--- config.mk ---
export PLATFORM = sky130hd
export DESIGN_NAME = dual_adc_conversion_postproc
export DESIGN_NICKNAME = d
export VERILOG_FILES = /design/src/logic/dual_adc_conversion_postproc.v
export VERILOG_INCLUDE_DIRS = /design/src /design/src/logic
export SDC_FILE = /design/constraint.sdc
export NUM_CORES = 2
export LEC_CHECK = 0
export BUFFER_PORTS_ARGS = -buffer_cell sky130_fd_sc_hd__buf_4
export CAP_MARGIN = 10
export CORE_MARGIN = 8
export CORE_UTILIZATION = 60
export DETAILED_ROUTE_END_ITERATION = 6
export GPL_TIMING_DRIVEN = 0
export PLACE_DENSITY = 0.79
export SETUP_SLACK_MARGIN = 0.4
export SLEW_MARGIN = 20
export SYNTH_ARGS = -nofsm -noshare
export SYNTH_HDL_FRONTEND = slang
export SYNTH_SLANG_ARGS = --single-unit
--- constraint.sdc ---
create_clock -name ref_clk -period 14 [get_ports ref_clk]
set_input_delay 0.7 -clock ref_clk [delete_from_list [all_inputs] [get_ports ref_clk]]
set_output_delay 0.7 -clock ref_clk [all_outputs]
set_load 0.03 [all_outputs]
--- src/logic/adc_postproc_defines.vh ---
// constants for the converter post-processing block
// assumes a 20 MHz ref_clk and a 32-bit AXI4-Lite register bus
`ifndef ADC_POSTPROC_DEFINES_VH
`define ADC_POSTPROC_DEFINES_VH

// clock rate and conversion time
`define CLK_FREQ_MHZ      20
`define CONV_TIME_NS      500
`define CONV_CYCLES       ((`CONV_TIME_NS * `CLK_FREQ_MHZ + 999) / 1000)

// register byte offsets
`define REG_CONTROL       8'h00
`define REG_OFFSET0       8'h04
`define REG_OFFSET1       8'h08
`define REG_GAIN0         8'h0c
`define REG_GAIN1         8'h10
`define REG_STATUS        8'h14
`define REG_RESULT0       8'h18
`define REG_RESULT1       8'h1c

// control field positions
`define CTL_OFFSET_EN     0
`define CTL_GAIN_EN       1
`define CTL_AVG_EN        2
`define CTL_FMT_LO        4
`define CTL_FMT_HI        6

// reset values
`define CONTROL_RESET     7'h00
`define OFFSET_RESET      16'h0000
`define GAIN_RESET        16'h8000

// output formats
`define FMT_DIFF_ONLY     3'h0
`define FMT_DIFF_CM       3'h1

// code limits
`define DIFF_MAX          16'h7fff
`define DIFF_MIN          16'h8000
`define CM_MAX            8'hff
`define GAIN_SHIFT        15

// bus responses
`define RESP_OKAY         2'h0
`define RESP_SLVERR       2'h2

`endif

--- src/logic/dual_adc_conversion_postproc.v ---
// digital side of a dual simultaneous-sampling converter: start, busy,
// offset/gain with one saturation, common-mode append, result FIFO, serial readout
// assumes raw codes from the converter core on ref_clk and a host SCK well below ref_clk
// Function
// - a conversion begins on each rising edge of the start input; an edge that arrives while busy is high is ignored
// - busy rises on the start edge and falls when conversion completes; a full result FIFO keeps busy high until space frees
// - each conversion yields a 16-bit difference and 8-bit common-mode code
// - processed result is pushed into the result FIFO feeding the serial lanes, and latched into the result registers read over the bus
// - result belongs to the sample taken at that same start edge
// - difference code is signed twos complement, one step per LSB
// - codes 7fff, 0000, ffff, 8000 map full scale, zero, minus one, minus full
// - first conversion after power-down is valid, no dummy conversions
// - raw result clamps to code range end before digital processing
// - after offset and gain, result clamps to 7fff or 8000
// - format 1 appends the common-mode code to the difference code
// - common-mode step is vref/256, clamped to 0 and 255
// - offset and gain never touch the common-mode code
// - offset, gain and averaging each switched by configuration bits; the averaging bit is stored but no averaging is done
// - each channel adds its own signed offset, reset zero
// - each channel multiplies by unsigned gain over 8000, reset unity
// - one output format applies to both channels
//
// Implementation choices: the register offsets and register access over AXI4-Lite.
`timescale 1ns/100ps
`include "adc_postproc_defines.vh"

// result buffer between conversion and serial readout
module result_fifo #(
   parameter WIDTH = 49,
   parameter DEPTH = 32,
   parameter AW    = 5
) (
   input  wire             clk,
   input  wire             rst,
   input  wire [WIDTH-1:0] wrData,
   input  wire             wrValid,
   output wire             wrReady,
   output wire [WIDTH-1:0] rdData,
   output wire             rdValid,
   input  wire             rdReady,
   output wire [AW:0]      count
);
   reg [WIDTH-1:0] mem [0:DEPTH-1];
   reg [AW-1:0]    wrPtr_q;
   reg [AW-1:0]    rdPtr_q;
   reg [AW:0]      count_q;
   wire            push;
   wire            pop;
   localparam [AW:0] FULL_COUNT = DEPTH[AW:0];

   // honest full and empty from the fill count
   assign wrReady = (count_q != FULL_COUNT);
   assign rdValid = (count_q != {(AW+1){1'b0}});
   assign push    = wrValid & wrReady;
   assign pop     = rdValid & rdReady;
   assign rdData  = mem[rdPtr_q];
   assign count   = count_q;

   // storage has no reset, only pointers and count do
   always @(posedge clk) begin
      if (push) begin
         mem[wrPtr_q] <= wrData;
      end
   end

   // pointers and count
   always @(posedge clk or posedge rst) begin
      if (rst) begin
         wrPtr_q <= {AW{1'b0}};
         rdPtr_q <= {AW{1'b0}};
         count_q <= {(AW+1){1'b0}};
      end else begin
         if (push) begin
            wrPtr_q <= wrPtr_q + 1'b1;
         end
         if (pop) begin
            rdPtr_q <= rdPtr_q + 1'b1;
         end
         if (push & ~pop) begin
            count_q <= count_q + 1'b1;
         end else if (pop & ~push) begin
            count_q <= count_q - 1'b1;
         end
      end
   end
endmodule // result_fifo

module dual_adc_conversion_postproc #(
   parameter FIFO_DEPTH = 32,
   parameter FIFO_AW    = 5
) (
   input  wire               ref_clk,
   input  wire               rst,
   input  wire               conversionStart,
   input  wire signed [17:0] rawDiff0,
   input  wire signed [17:0] rawDiff1,
   input  wire signed [9:0]  rawCm0,
   input  wire signed [9:0]  rawCm1,
   output reg                busy,
   input  wire               serialClk,
   input  wire               chipSelN,
   output reg                serialDataOut0,
   output reg                serialDataOut1,
   input  wire [7:0]         s_axi_awaddr,
   input  wire               s_axi_awvalid,
   output reg                s_axi_awready,
   input  wire [31:0]        s_axi_wdata,
   input  wire [3:0]         s_axi_wstrb,
   input  wire               s_axi_wvalid,
   output reg                s_axi_wready,
   output reg  [1:0]         s_axi_bresp,
   output reg                s_axi_bvalid,
   input  wire               s_axi_bready,
   input  wire [7:0]         s_axi_araddr,
   input  wire               s_axi_arvalid,
   output reg                s_axi_arready,
   output reg  [31:0]        s_axi_rdata,
   output reg  [1:0]         s_axi_rresp,
   output reg                s_axi_rvalid,
   input  wire               s_axi_rready
);
   localparam integer CONV_LAST_I = `CONV_CYCLES - 1;
   localparam [7:0]   CONV_LAST   = CONV_LAST_I[7:0];
   localparam       WORD_W    = 49;

   // saturate a wide signed value to the 16-bit code range
   function [15:0] sat16;
      input signed [35:0] v;
      begin
         if (v > 36'sd32767) begin
            sat16 = `DIFF_MAX;
         end else if (v < -36'sd32768) begin
            sat16 = `DIFF_MIN;
         end else begin
            sat16 = v[15:0];
         end
      end
   endfunction

   // offset then gain at full width, one clamp at the end
   function [15:0] procDiff;
      input signed [15:0] code;
      input signed [15:0] off;
      input [15:0]        gain;
      input               offEn;
      input               gainEn;
      reg signed [18:0]   sum;
      reg signed [35:0]   prod;
      reg signed [35:0]   scaled;
      begin
         sum = {{3{code[15]}}, code};
         if (offEn) begin
            sum = sum + {{3{off[15]}}, off};
         end
         prod   = sum * $signed({1'b0, gain});
         scaled = {{17{sum[18]}}, sum};
         if (gainEn) begin
            scaled = prod >>> `GAIN_SHIFT;
         end
         procDiff = sat16(scaled);
      end
   endfunction

   // common-mode code clamped to 0..255
   function [7:0] cmClamp;
      input signed [9:0] v;
      begin
         if (v < 10'sd0) begin
            cmClamp = 8'h00;
         end else if (v > 10'sd255) begin
            cmClamp = `CM_MAX;
         end else begin
            cmClamp = v[7:0];
         end
      end
   endfunction

   // byte-lane merge for register writes
   function [31:0] mergeStrb;
      input [31:0] old;
      input [31:0] data;
      input [3:0]  strb;
      integer      i;
      begin
         mergeStrb = old;
         for (i = 0; i < 4; i = i + 1) begin
            if (strb[i]) begin
               mergeStrb[i*8 +: 8] = data[i*8 +: 8];
            end
         end
      end
   endfunction

   reg  [6:0]        control_q;
   reg  [15:0]       offset0_q;
   reg  [15:0]       offset1_q;
   reg  [15:0]       gain0_q;
   reg  [15:0]       gain1_q;
   reg  [31:0]       result0_q;
   reg  [31:0]       result1_q;
   reg  [2:0]        convSync_q;
   reg  [2:0]        sckSync_q;
   reg  [2:0]        csSync_q;
   reg  [7:0]        convCnt_q;
   reg  [15:0]       sampDiff0_q;
   reg  [15:0]       sampDiff1_q;
   reg  [7:0]        sampCm0_q;
   reg  [7:0]        sampCm1_q;
   reg  [23:0]       shift0_q;
   reg  [23:0]       shift1_q;
   reg               awHeld_q;
   reg               wHeld_q;
   reg  [7:0]        awAddr_q;
   reg  [31:0]       wData_q;
   reg  [3:0]        wStrb_q;
   reg  [31:0]       rdMux;
   reg               rdErr;
   wire              convEdge;
   wire              sckFall;
   wire              csFall;
   wire              csLow;
   wire              convDone;
   wire              fifoWrReady;
   wire              fifoRdValid;
   wire [WORD_W-1:0] fifoIn;
   wire [WORD_W-1:0] fifoOut;
   wire [FIFO_AW:0]  fifoCount;
   wire [15:0]       procDiff0;
   wire [15:0]       procDiff1;
   wire              fmtCm;
   wire [31:0]       mrgCtl;
   wire [31:0]       mrgOff0;
   wire [31:0]       mrgOff1;
   wire [31:0]       mrgGain0;
   wire [31:0]       mrgGain1;

   // pins pass two flops, third flop keeps the previous level for edges
   always @(posedge ref_clk or posedge rst) begin
      if (rst) begin
         convSync_q <= 3'h0;
         sckSync_q  <= 3'h0;
         csSync_q   <= 3'h7;
      end else begin
         convSync_q <= {convSync_q[1:0], conversionStart};
         sckSync_q  <= {sckSync_q[1:0], serialClk};
         csSync_q   <= {csSync_q[1:0], chipSelN};
      end
   end

   assign convEdge = convSync_q[1] & ~convSync_q[2];
   assign sckFall  = ~sckSync_q[1] & sckSync_q[2];
   assign csFall   = ~csSync_q[1] & csSync_q[2];
   assign csLow    = ~csSync_q[1];
   assign convDone = busy & (convCnt_q == CONV_LAST);

   assign procDiff0 = procDiff(sampDiff0_q, offset0_q, gain0_q,
                               control_q[`CTL_OFFSET_EN], control_q[`CTL_GAIN_EN]);
   assign procDiff1 = procDiff(sampDiff1_q, offset1_q, gain1_q,
                               control_q[`CTL_OFFSET_EN], control_q[`CTL_GAIN_EN]);

   // one format bit for both lanes
   assign fmtCm  = (control_q[`CTL_FMT_HI:`CTL_FMT_LO] == `FMT_DIFF_CM);
   assign fifoIn = {fmtCm, procDiff0, sampCm0_q, procDiff1, sampCm1_q};

   // conversion sequencer; a full FIFO holds busy high until space frees
   always @(posedge ref_clk or posedge rst) begin
      if (rst) begin
         busy        <= 1'b0;
         convCnt_q   <= 8'h00;
         sampDiff0_q <= 16'h0000;
         sampDiff1_q <= 16'h0000;
         sampCm0_q   <= 8'h00;
         sampCm1_q   <= 8'h00;
         result0_q   <= 32'h00000000;
         result1_q   <= 32'h00000000;
      end else begin
         if (convEdge & ~busy) begin
            busy      <= 1'b1;
            convCnt_q <= 8'h00;
            sampDiff0_q <= sat16({{18{rawDiff0[17]}}, rawDiff0});
            sampDiff1_q <= sat16({{18{rawDiff1[17]}}, rawDiff1});
            sampCm0_q <= cmClamp(rawCm0);
            sampCm1_q <= cmClamp(rawCm1);
         end else if (busy & ~convDone) begin
            convCnt_q <= convCnt_q + 8'h01;
         end
         if (convDone & fifoWrReady) begin
            busy      <= 1'b0;
            result0_q <= {8'h00, procDiff0, sampCm0_q};
            result1_q <= {8'h00, procDiff1, sampCm1_q};
         end
      end
   end

   result_fifo #(
      .WIDTH (WORD_W),
      .DEPTH (FIFO_DEPTH),
      .AW    (FIFO_AW)
   ) u_fifo (
      .clk     (ref_clk),
      .rst     (rst),
      .wrData  (fifoIn),
      .wrValid (convDone),
      .wrReady (fifoWrReady),
      .rdData  (fifoOut),
      .rdValid (fifoRdValid),
      .rdReady (csFall),
      .count   (fifoCount)
   );

   // output shift registers, loaded at frame start, shifted on SCK falling
   always @(posedge ref_clk or posedge rst) begin
      if (rst) begin
         shift0_q       <= 24'h000000;
         shift1_q       <= 24'h000000;
         serialDataOut0 <= 1'b0;
         serialDataOut1 <= 1'b0;
      end else begin
         if (csFall) begin
            if (fifoRdValid & fifoOut[48]) begin
               shift0_q <= fifoOut[47:24];
               shift1_q <= fifoOut[23:0];
            end else if (fifoRdValid) begin
               shift0_q <= {fifoOut[47:32], 8'h00};
               shift1_q <= {fifoOut[23:8], 8'h00};
            end else begin
               shift0_q <= 24'h000000; // empty buffer reads zero
               shift1_q <= 24'h000000;
            end
         end else if (csLow & sckFall) begin
            shift0_q <= {shift0_q[22:0], 1'b0};
            shift1_q <= {shift1_q[22:0], 1'b0};
         end
         serialDataOut0 <= csLow & shift0_q[23];
         serialDataOut1 <= csLow & shift1_q[23];
      end
   end

   // pending write merged into each register's old value, cut to width on store
   assign mrgCtl   = mergeStrb({25'h0, control_q}, wData_q, wStrb_q);
   assign mrgOff0  = mergeStrb({16'h0, offset0_q}, wData_q, wStrb_q);
   assign mrgOff1  = mergeStrb({16'h0, offset1_q}, wData_q, wStrb_q);
   assign mrgGain0 = mergeStrb({16'h0, gain0_q}, wData_q, wStrb_q);
   assign mrgGain1 = mergeStrb({16'h0, gain1_q}, wData_q, wStrb_q);

   // write side: address and data taken in either order
   always @(posedge ref_clk or posedge rst) begin
      if (rst) begin
         s_axi_awready <= 1'b1;
         s_axi_wready  <= 1'b1;
         s_axi_bvalid  <= 1'b0;
         s_axi_bresp   <= `RESP_OKAY;
         awHeld_q      <= 1'b0;
         wHeld_q       <= 1'b0;
         awAddr_q      <= 8'h00;
         wData_q       <= 32'h00000000;
         wStrb_q       <= 4'h0;
         control_q     <= `CONTROL_RESET;
         offset0_q     <= `OFFSET_RESET;
         offset1_q     <= `OFFSET_RESET;
         gain0_q       <= `GAIN_RESET;
         gain1_q       <= `GAIN_RESET;
      end else begin
         if (s_axi_awvalid & s_axi_awready) begin
            awAddr_q      <= s_axi_awaddr;
            awHeld_q      <= 1'b1;
            s_axi_awready <= 1'b0;
         end
         if (s_axi_wvalid & s_axi_wready) begin
            wData_q      <= s_axi_wdata;
            wStrb_q      <= s_axi_wstrb;
            wHeld_q      <= 1'b1;
            s_axi_wready <= 1'b0;
         end
         if (awHeld_q & wHeld_q & ~s_axi_bvalid) begin
            s_axi_bvalid <= 1'b1;
            s_axi_bresp  <= `RESP_OKAY;
            if (awAddr_q == `REG_CONTROL) begin
               control_q <= mrgCtl[6:0] & 7'h77;
            end else if (awAddr_q == `REG_OFFSET0) begin
               offset0_q <= mrgOff0[15:0];
            end else if (awAddr_q == `REG_OFFSET1) begin
               offset1_q <= mrgOff1[15:0];
            end else if (awAddr_q == `REG_GAIN0) begin
               gain0_q <= mrgGain0[15:0];
            end else if (awAddr_q == `REG_GAIN1) begin
               gain1_q <= mrgGain1[15:0];
            end else if ((awAddr_q == `REG_STATUS) | (awAddr_q == `REG_RESULT0) |
                         (awAddr_q == `REG_RESULT1)) begin
               s_axi_bresp <= `RESP_OKAY; // read-only, write ignored
            end else begin
               s_axi_bresp <= `RESP_SLVERR;
            end
         end
         if (s_axi_bvalid & s_axi_bready) begin
            s_axi_bvalid  <= 1'b0;
            awHeld_q      <= 1'b0;
            wHeld_q       <= 1'b0;
            s_axi_awready <= 1'b1;
            s_axi_wready  <= 1'b1;
         end
      end
   end

   // read decode; status shows busy and buffer state
   always @* begin
      rdMux = 32'h00000000;
      rdErr = 1'b0;
      if (s_axi_araddr == `REG_CONTROL) begin
         rdMux = {25'h0, control_q};
      end else if (s_axi_araddr == `REG_OFFSET0) begin
         rdMux = {16'h0, offset0_q};
      end else if (s_axi_araddr == `REG_OFFSET1) begin
         rdMux = {16'h0, offset1_q};
      end else if (s_axi_araddr == `REG_GAIN0) begin
         rdMux = {16'h0, gain0_q};
      end else if (s_axi_araddr == `REG_GAIN1) begin
         rdMux = {16'h0, gain1_q};
      end else if (s_axi_araddr == `REG_STATUS) begin
         rdMux = {16'h0, 2'h0, fifoCount, ~fifoWrReady, ~fifoRdValid, 5'h0, busy};
      end else if (s_axi_araddr == `REG_RESULT0) begin
         rdMux = result0_q;
      end else if (s_axi_araddr == `REG_RESULT1) begin
         rdMux = result1_q;
      end else begin
         rdErr = 1'b1;
      end
   end

   // read channel, answer one cycle after the address is taken
   always @(posedge ref_clk or posedge rst) begin
      if (rst) begin
         s_axi_arready <= 1'b1;
         s_axi_rvalid  <= 1'b0;
         s_axi_rdata   <= 32'h00000000;
         s_axi_rresp   <= `RESP_OKAY;
      end else begin
         if (s_axi_arvalid & s_axi_arready) begin
            s_axi_arready <= 1'b0;
            s_axi_rvalid  <= 1'b1;
            s_axi_rdata   <= rdMux;
            s_axi_rresp   <= rdErr ? `RESP_SLVERR : `RESP_OKAY;
         end else if (s_axi_rvalid & s_axi_rready) begin
            s_axi_rvalid  <= 1'b0;
            s_axi_arready <= 1'b1;
         end
      end
   end
endmodule // dual_adc_conversion_postproc

# Yosys cells after proc, flatten, opt, wreduce, memory -nomap -nowiden
# Memory sizes are Yosys's and may differ from the RTL's.
# Cells that the tools add are included.
# totals
ff_bits	319
ramBits	1568
out_inout_bits	44
wordCells	205
n_memories	1
# op_classes
add_sub_neg	7
n_mul	2
order_cmp	12
n_eq_ne	17
muxes	69
bitwise_logic	37
n_reduce_logical	20
# mem_list
memory	depth	word_bits	rd	rd_ports_with_merged_regs	wr	line_no	rtl
u_fifo.mem	32	49	1	0	1	dual_adc_conversion_postproc.v:43	reg [WIDTH-1:0] mem [0:DEPTH-1];
# op_table
op	n
$mux W24	16
$mux W16	8
$gt A36 B16 Y1 const B	2
$lt A36 B16 Y1 const B	2
$mul A19 B17 Y36	2
$mux W36	2
$eq A8 B5 Y1 const B	8
$mux W8	6
$eq A8 B4 Y1 const B	5
$mux W19	2
$gt A18 B16 Y1 const B	2
$lt A18 B16 Y1 const B	2
$add A16 B16 Y17	2
$mux W1	26
$and A1 B1 Y1	21
$gt A10 B9 Y1 const B	2
$lt A10 B1 Y1 const B	2
$eq A8 B3 Y1 const B	2
$logic_not A8 Y1	2
$reduce_bool A2 Y1	8
$mux W2	7
$not A1 Y1	14
$reduce_and A7 Y1	2
$mux W6	2
other kinds (12)	17

# Logic depth before layout (Yosys ltp)
# depth
depth_word	10
depth_mapped	37
mapped_depth_nobuf	35

# Cells and area by module
# From an unflattened synthesis, not the netlist that was laid out.
# hier_totals
cells_unflattened	6900
hier_area_um2	97931.4
# by_module_without_submodules
mod	instances	cells_per_inst	area_per_inst_um2	seq_area_each_um2
result_fifo	1	2699	60192.7	47485.5
dual_adc_conversion_postproc	1	4201	37738.7	7342.0

# Worst setup path after synthesis
# Ideal clock, no wire load.
# synth_path
kind	flip-flop to flip-flop
from	register offset0_q[9]
to	memory u_fifo.mem[0][35] (data pin)
arrival_time_ns	9.700
required_ns	13.546
setup_slack_ns	3.846
stages_incl_launch_ff	32
synth_period_minus_slack_ns	10.154
cell_sequence	dfrtp_1 ha_1 a21o_1 a21o_1 a311o_1 o2111ai_1 a31o_2 clkbuf_1 clkbuf_1 nand2_1 fa_1 inv_1 fa_1 clkbuf_1 xnor2_1 ha_1 o21bai_1 fa_1 fa_1 inv_1 fa_1 inv_1 ha_1 a211oi_1 nand3b_1 a221oi_1 a21oi_1 o311ai_1 nor4bb_1 a311oi_2 clkbuf_1 o21ai_0
# synth_between
elab_chain_len	7
elab_cells_between_ends	8
cone_classes	add/sub (1); mul (1); order compare (2); mux (4)
# synth_lines
element	line_no	rtl
start: declaration	dual_adc_conversion_postproc.v:195	reg [15:0] offset0_q;
start signal: assignment	dual_adc_conversion_postproc.v:359	offset0_q <= `OFFSET_RESET;
start signal: assignment	dual_adc_conversion_postproc.v:381	offset0_q <= mrgOff0[15:0];
$add A16 B16 Y17 *	dual_adc_conversion_postproc.v:153	sum = sum + {{3{off[15]}}, off};
$mux W19 *	dual_adc_conversion_postproc.v:152	if (offEn) begin
$mul A19 B17 Y36	dual_adc_conversion_postproc.v:155	prod = sum * $signed({1'b0, gain});
$mux W36 *	dual_adc_conversion_postproc.v:157	if (gainEn) begin
$lt A36 B16 Y1	dual_adc_conversion_postproc.v:132	end else if (v < -36'sd32768) begin
$mux W16	dual_adc_conversion_postproc.v:132	
$mux W16 *	dual_adc_conversion_postproc.v:130	if (v > 36'sd32767) begin
named net procDiff0[3]	dual_adc_conversion_postproc.v:228	wire [15:0] procDiff0;
end: declaration	dual_adc_conversion_postproc.v:43	
# Mark *: on every way through the listed nets, which the timed path passes. The rest lies on a longest branch.

# Worst setup path after layout
# layout_path
from	register sampDiff1_q[0]
to	memory u_fifo.mem[6][17] (data pin)
# layout_between
elab_chain_len	7
elab_cells_between_ends	8
cone_classes	add/sub (1); mul (1); order compare (2); mux (4)
# layout_lines
element	line_no	rtl
start: declaration	dual_adc_conversion_postproc.v:206	reg [15:0] sampDiff1_q;
start signal: assignment	dual_adc_conversion_postproc.v:281	sampDiff1_q <= sat16({{18{rawDiff1[17]}}, rawDiff1});
$add A16 B16 Y17	dual_adc_conversion_postproc.v:153	
$mux W19 *	dual_adc_conversion_postproc.v:152	
$mul A19 B17 Y36	dual_adc_conversion_postproc.v:155	
$mux W36 *	dual_adc_conversion_postproc.v:157	
$lt A36 B16 Y1	dual_adc_conversion_postproc.v:132	
$mux W16	dual_adc_conversion_postproc.v:132	
$mux W16 *	dual_adc_conversion_postproc.v:130	
named net procDiff1[9]	dual_adc_conversion_postproc.v:229	wire [15:0] procDiff1;
# Marks and branches as above.

==> flow_summary.json <==
{
  "layout-drive-gt1-share_pct": 18.4,
  "slowest_stage": "nand2_1",
  "setup_viol": 0,
  "fin_cells": 9252,
  "die_area_um2": 175000,
  "path_max_fanout": 34,
  "postCtsSetupRepairBufs": 0,
  "netlist_area_um2": 97300,
  "firstDrtPassIters": 7,
  "drt_iter0_markers": 8974,
  "tns_ns": 0,
  "place_inst": 8903,
  "antenna_found_initial": 14,
  "switchingPower_uw": 7590,
  "power.leakage_uw": 0.0420,
  "via_per_inst": 6.61,
  "dp_hpwl_um": 196000,
  "path_clk_slew_ns": 0.06,
  "synth_edf_count": 1568,
  "start_util_pct": 60.5,
  "grt_pass1_vias": 63700,
  "postRouteAntennaNets": 0,
  "cts_sinks": 1877,
  "max_freq_ghz": 0.0774,
  "worst_ep_arrival_time_ns": 13.15,
  "htreeDepth": 4,
  "intPower_uw": 13100,
  "synth_seq_cells": 1877,
  "violations": "design-rule violations",
  "finalCriticalPeriod_ns": 12.92,
  "worstSkewPairLatency_ns": 0.86,
  "holdPathStages": 1,
  "rr_worst_depth": 35,
  "grt_pass1_wl_um": 428000,
  "swShare_pct": 36.7,
  "fp.dieW_um": 419,
  "p_per_area_nw_per_um2": 187,
  "die_height_um": 419,
  "setup_slack_ns": 1.08,
  "cts_buffer_depth": 3,
  "cpMostUsedCell": "fa_1",
  "final_area_um2": 110000,
  "synthFlopType": "edfxtp_1",
  "nets": 7822,
  "portBuffers": 126,
  "synthCells": 6482,
  "slowest_delay_ns": 0.89,
  "syn_area_per_cell_um2": 15.0,
  "place_area_um2": 104000,
  "rrSetupSlack_ns": 1.08,
  "wl_per_cell_um": 31.8,
  "pre_cts_slack_ns": 1.33,
  "synth_top_area_cell": "edfxtp_1",
  "row_count": 147,
  "endpoint_kind": "register",
  "slew-limit-headroom_pct": 18.1,
  "clock_skew_ns": 0.0998,
  "final_cell_mix": "edfxtp_1, inv_1, nand2_1",
  "drc": 5,
  "ys_types": 88,
  "post_cts_resized": 0,
  "grt_max_degree": 100,
  "vdd_ir_drop_max_uv": 192,
  "status": "finished with violations",
  "synth_top_area_share_pct": 48.4,
  "power_frac_comb_pct": 35.7,
  "maxCapViolCount": 0,
  "ios": 162,
  "area_growth_pct": 13.3,
  "gp_congestion": 0.944,
  "cts_root_buffer": "clkbuf_16",
  "worstMarginPinSlew_ns": 1.23,
  "final_common_cell": "edfxtp_1",
  "fin_crit_sh_pct": 92.3,
  "cts_tree": "yes",
  "synthArstFlopShare_pct": 16.5,
  "yosys_warnings": 0,
  "grt_overflow": 0,
  "power_frac_seq_pct": 39.1,
  "critPathKind": "register to register",
  "final_max_slew_viol_count": 0,
  "cp.required_ns": 14.23,
  "synth_area_leaders": "edfxtp_1, mux4_2, fa_1",
  "grt_util_all_layers_pct": 33.6,
  "cts-buffers-inserted": 179,
  "wl_um": 294000,
  "min_path_type": "input pin to register",
  "seq_area_frac_synth_pct": 56.3,
  "clock_power_share_pct": 25.2,
  "holdWs_ns": 0.0374,
  "via_count": 61200,
  "cp-start-kind": "register",
  "core-area_um2": 161000,
  "hold_viol": 0,
  "rsz0062_at_grt": "false"
}
## flip-flops by register name (all words and copies together) (netlist names), 24 cells and up
register and flops:
result1_q 24, result0_q 24, shift1_q 24, s_axi_rdata 24, shift0_q 24, u_fifo.mem 1568
## layout make-up
type | instances | area, um^2
tap | 2160 | 2700
multi-input combinational | 3538 | 38800
fill | 10300 | 50500
buffer | 340 | 1380
clock buffer | 227 | 4780
sequential | 1877 | 54800
inverter | 736 | 2770
clock inverter | 111 | 1560
timing repair buffer | 257 | 3390
antenna | 6 | 15.0
## metrics by stage
| stage | util (%) | total power, uW |
|---|---|---|
| finish | 68.6 | 20700 |
| floorplan | - | 12300 |
| detailed placement | 64.6 | 15100 |
| global placement | 62.8 | 14600 |
| global route | 68.6 | 21200 |
| CTS | 68.5 | 20500 |
## kinds of logic (layout without fill, tap and decap cells)
group,count (synthesis),in the layout,share of synthesized area (%)
AO/OA/AOI/OAI,672,672,4.40
other,1,16,0.00385
XOR/XNOR,113,113,1.02
buffers and inverters,1076,1671,4.21
adder cells (fa/ha/maj),783,783,14.3
flip-flops,1877,1877,56.3
AND/OR/NAND/NOR,1257,1257,6.02
multiplexers,703,703,13.7
## per-layer routing
metal  wire [um]  track usage, %  vias to the layer above
met2      140000            54.4                     4691
met1      100000            42.0                    31100
li1            -               -                    24200
met5          54               0                        -
met3       31600            7.36                     1147
met4       21800            19.9                        8
## power groups by stage
stage | Combinational [uW] | Clock (uW) | Sequential [uW]
3_3_place_gp | 6440 | 0 | 8170
2_1_floorplan | 4390 | 0 | 7860
3_5_place_dp | 6980 | 0 | 8140
4_1_cts | 7210 | 5210 | 8050
5_1_grt | 7700 | 5410 | 8090
6_report | 7370 | 5210 | 8080
## Yosys cell counts, types with 33 or more instances
| cell type | n |
|---|---|
| mux4_2 | 491 |
| xor2_1 | 40 |
| nand2_1 | 612 |
| fa_1 | 549 |
| mux2_2 | 129 |
| nand3_1 | 45 |
| inv_1 | 735 |
| clkbuf_1 | 248 |
| mux2i_1 | 83 |
| a21o_1 | 34 |
| o21a_1 | 57 |
| o21ai_0 | 250 |
| a21oi_1 | 113 |
| edfxtp_1 | 1568 |
| o31ai_1 | 33 |
| ha_1 | 226 |
| buf_1 | 68 |
| xnor2_1 | 73 |
| dfrtp_1 | 301 |
| nor2_1 | 186 |
| and2_1 | 266 |
## worst paths after layout
path	startpoint	endpoint
setup / recovery	sampDiff1_q[0]	u_fifo.mem[6][17]
max in group asynchronous	rst	s_axi_arready
hold / removal	conversionStart	convSync_q[0]
min in group asynchronous	rst	sampCm1_q[5]
hold reg to reg	sckSync_q[0]	sckSync_q[1]
setup reg to reg	sampDiff1_q[0]	u_fifo.mem[6][17]
## critical path: cells and delay by family, from the launching register on
| family | cells | cell delay [ns] |
|---|---|---|
| DFF | 1 | 0.43 |
| adders and majority gates | 8 | 3.42 |
| buffers and inverters | 8 | 1.73 |
| AOI/OAI and AO/OA | 11 | 4.21 |
| xor gates and xnor gates | 2 | 0.75 |
| and+or+nand+nor | 6 | 1.80 |
## what timing repair did
item,in CTS,in global routing
endpoints found under the hold margin,66,0
hold buffers,3,0
endpoints found under the setup margin,0,0
Power figures use the tool's default switching activity.
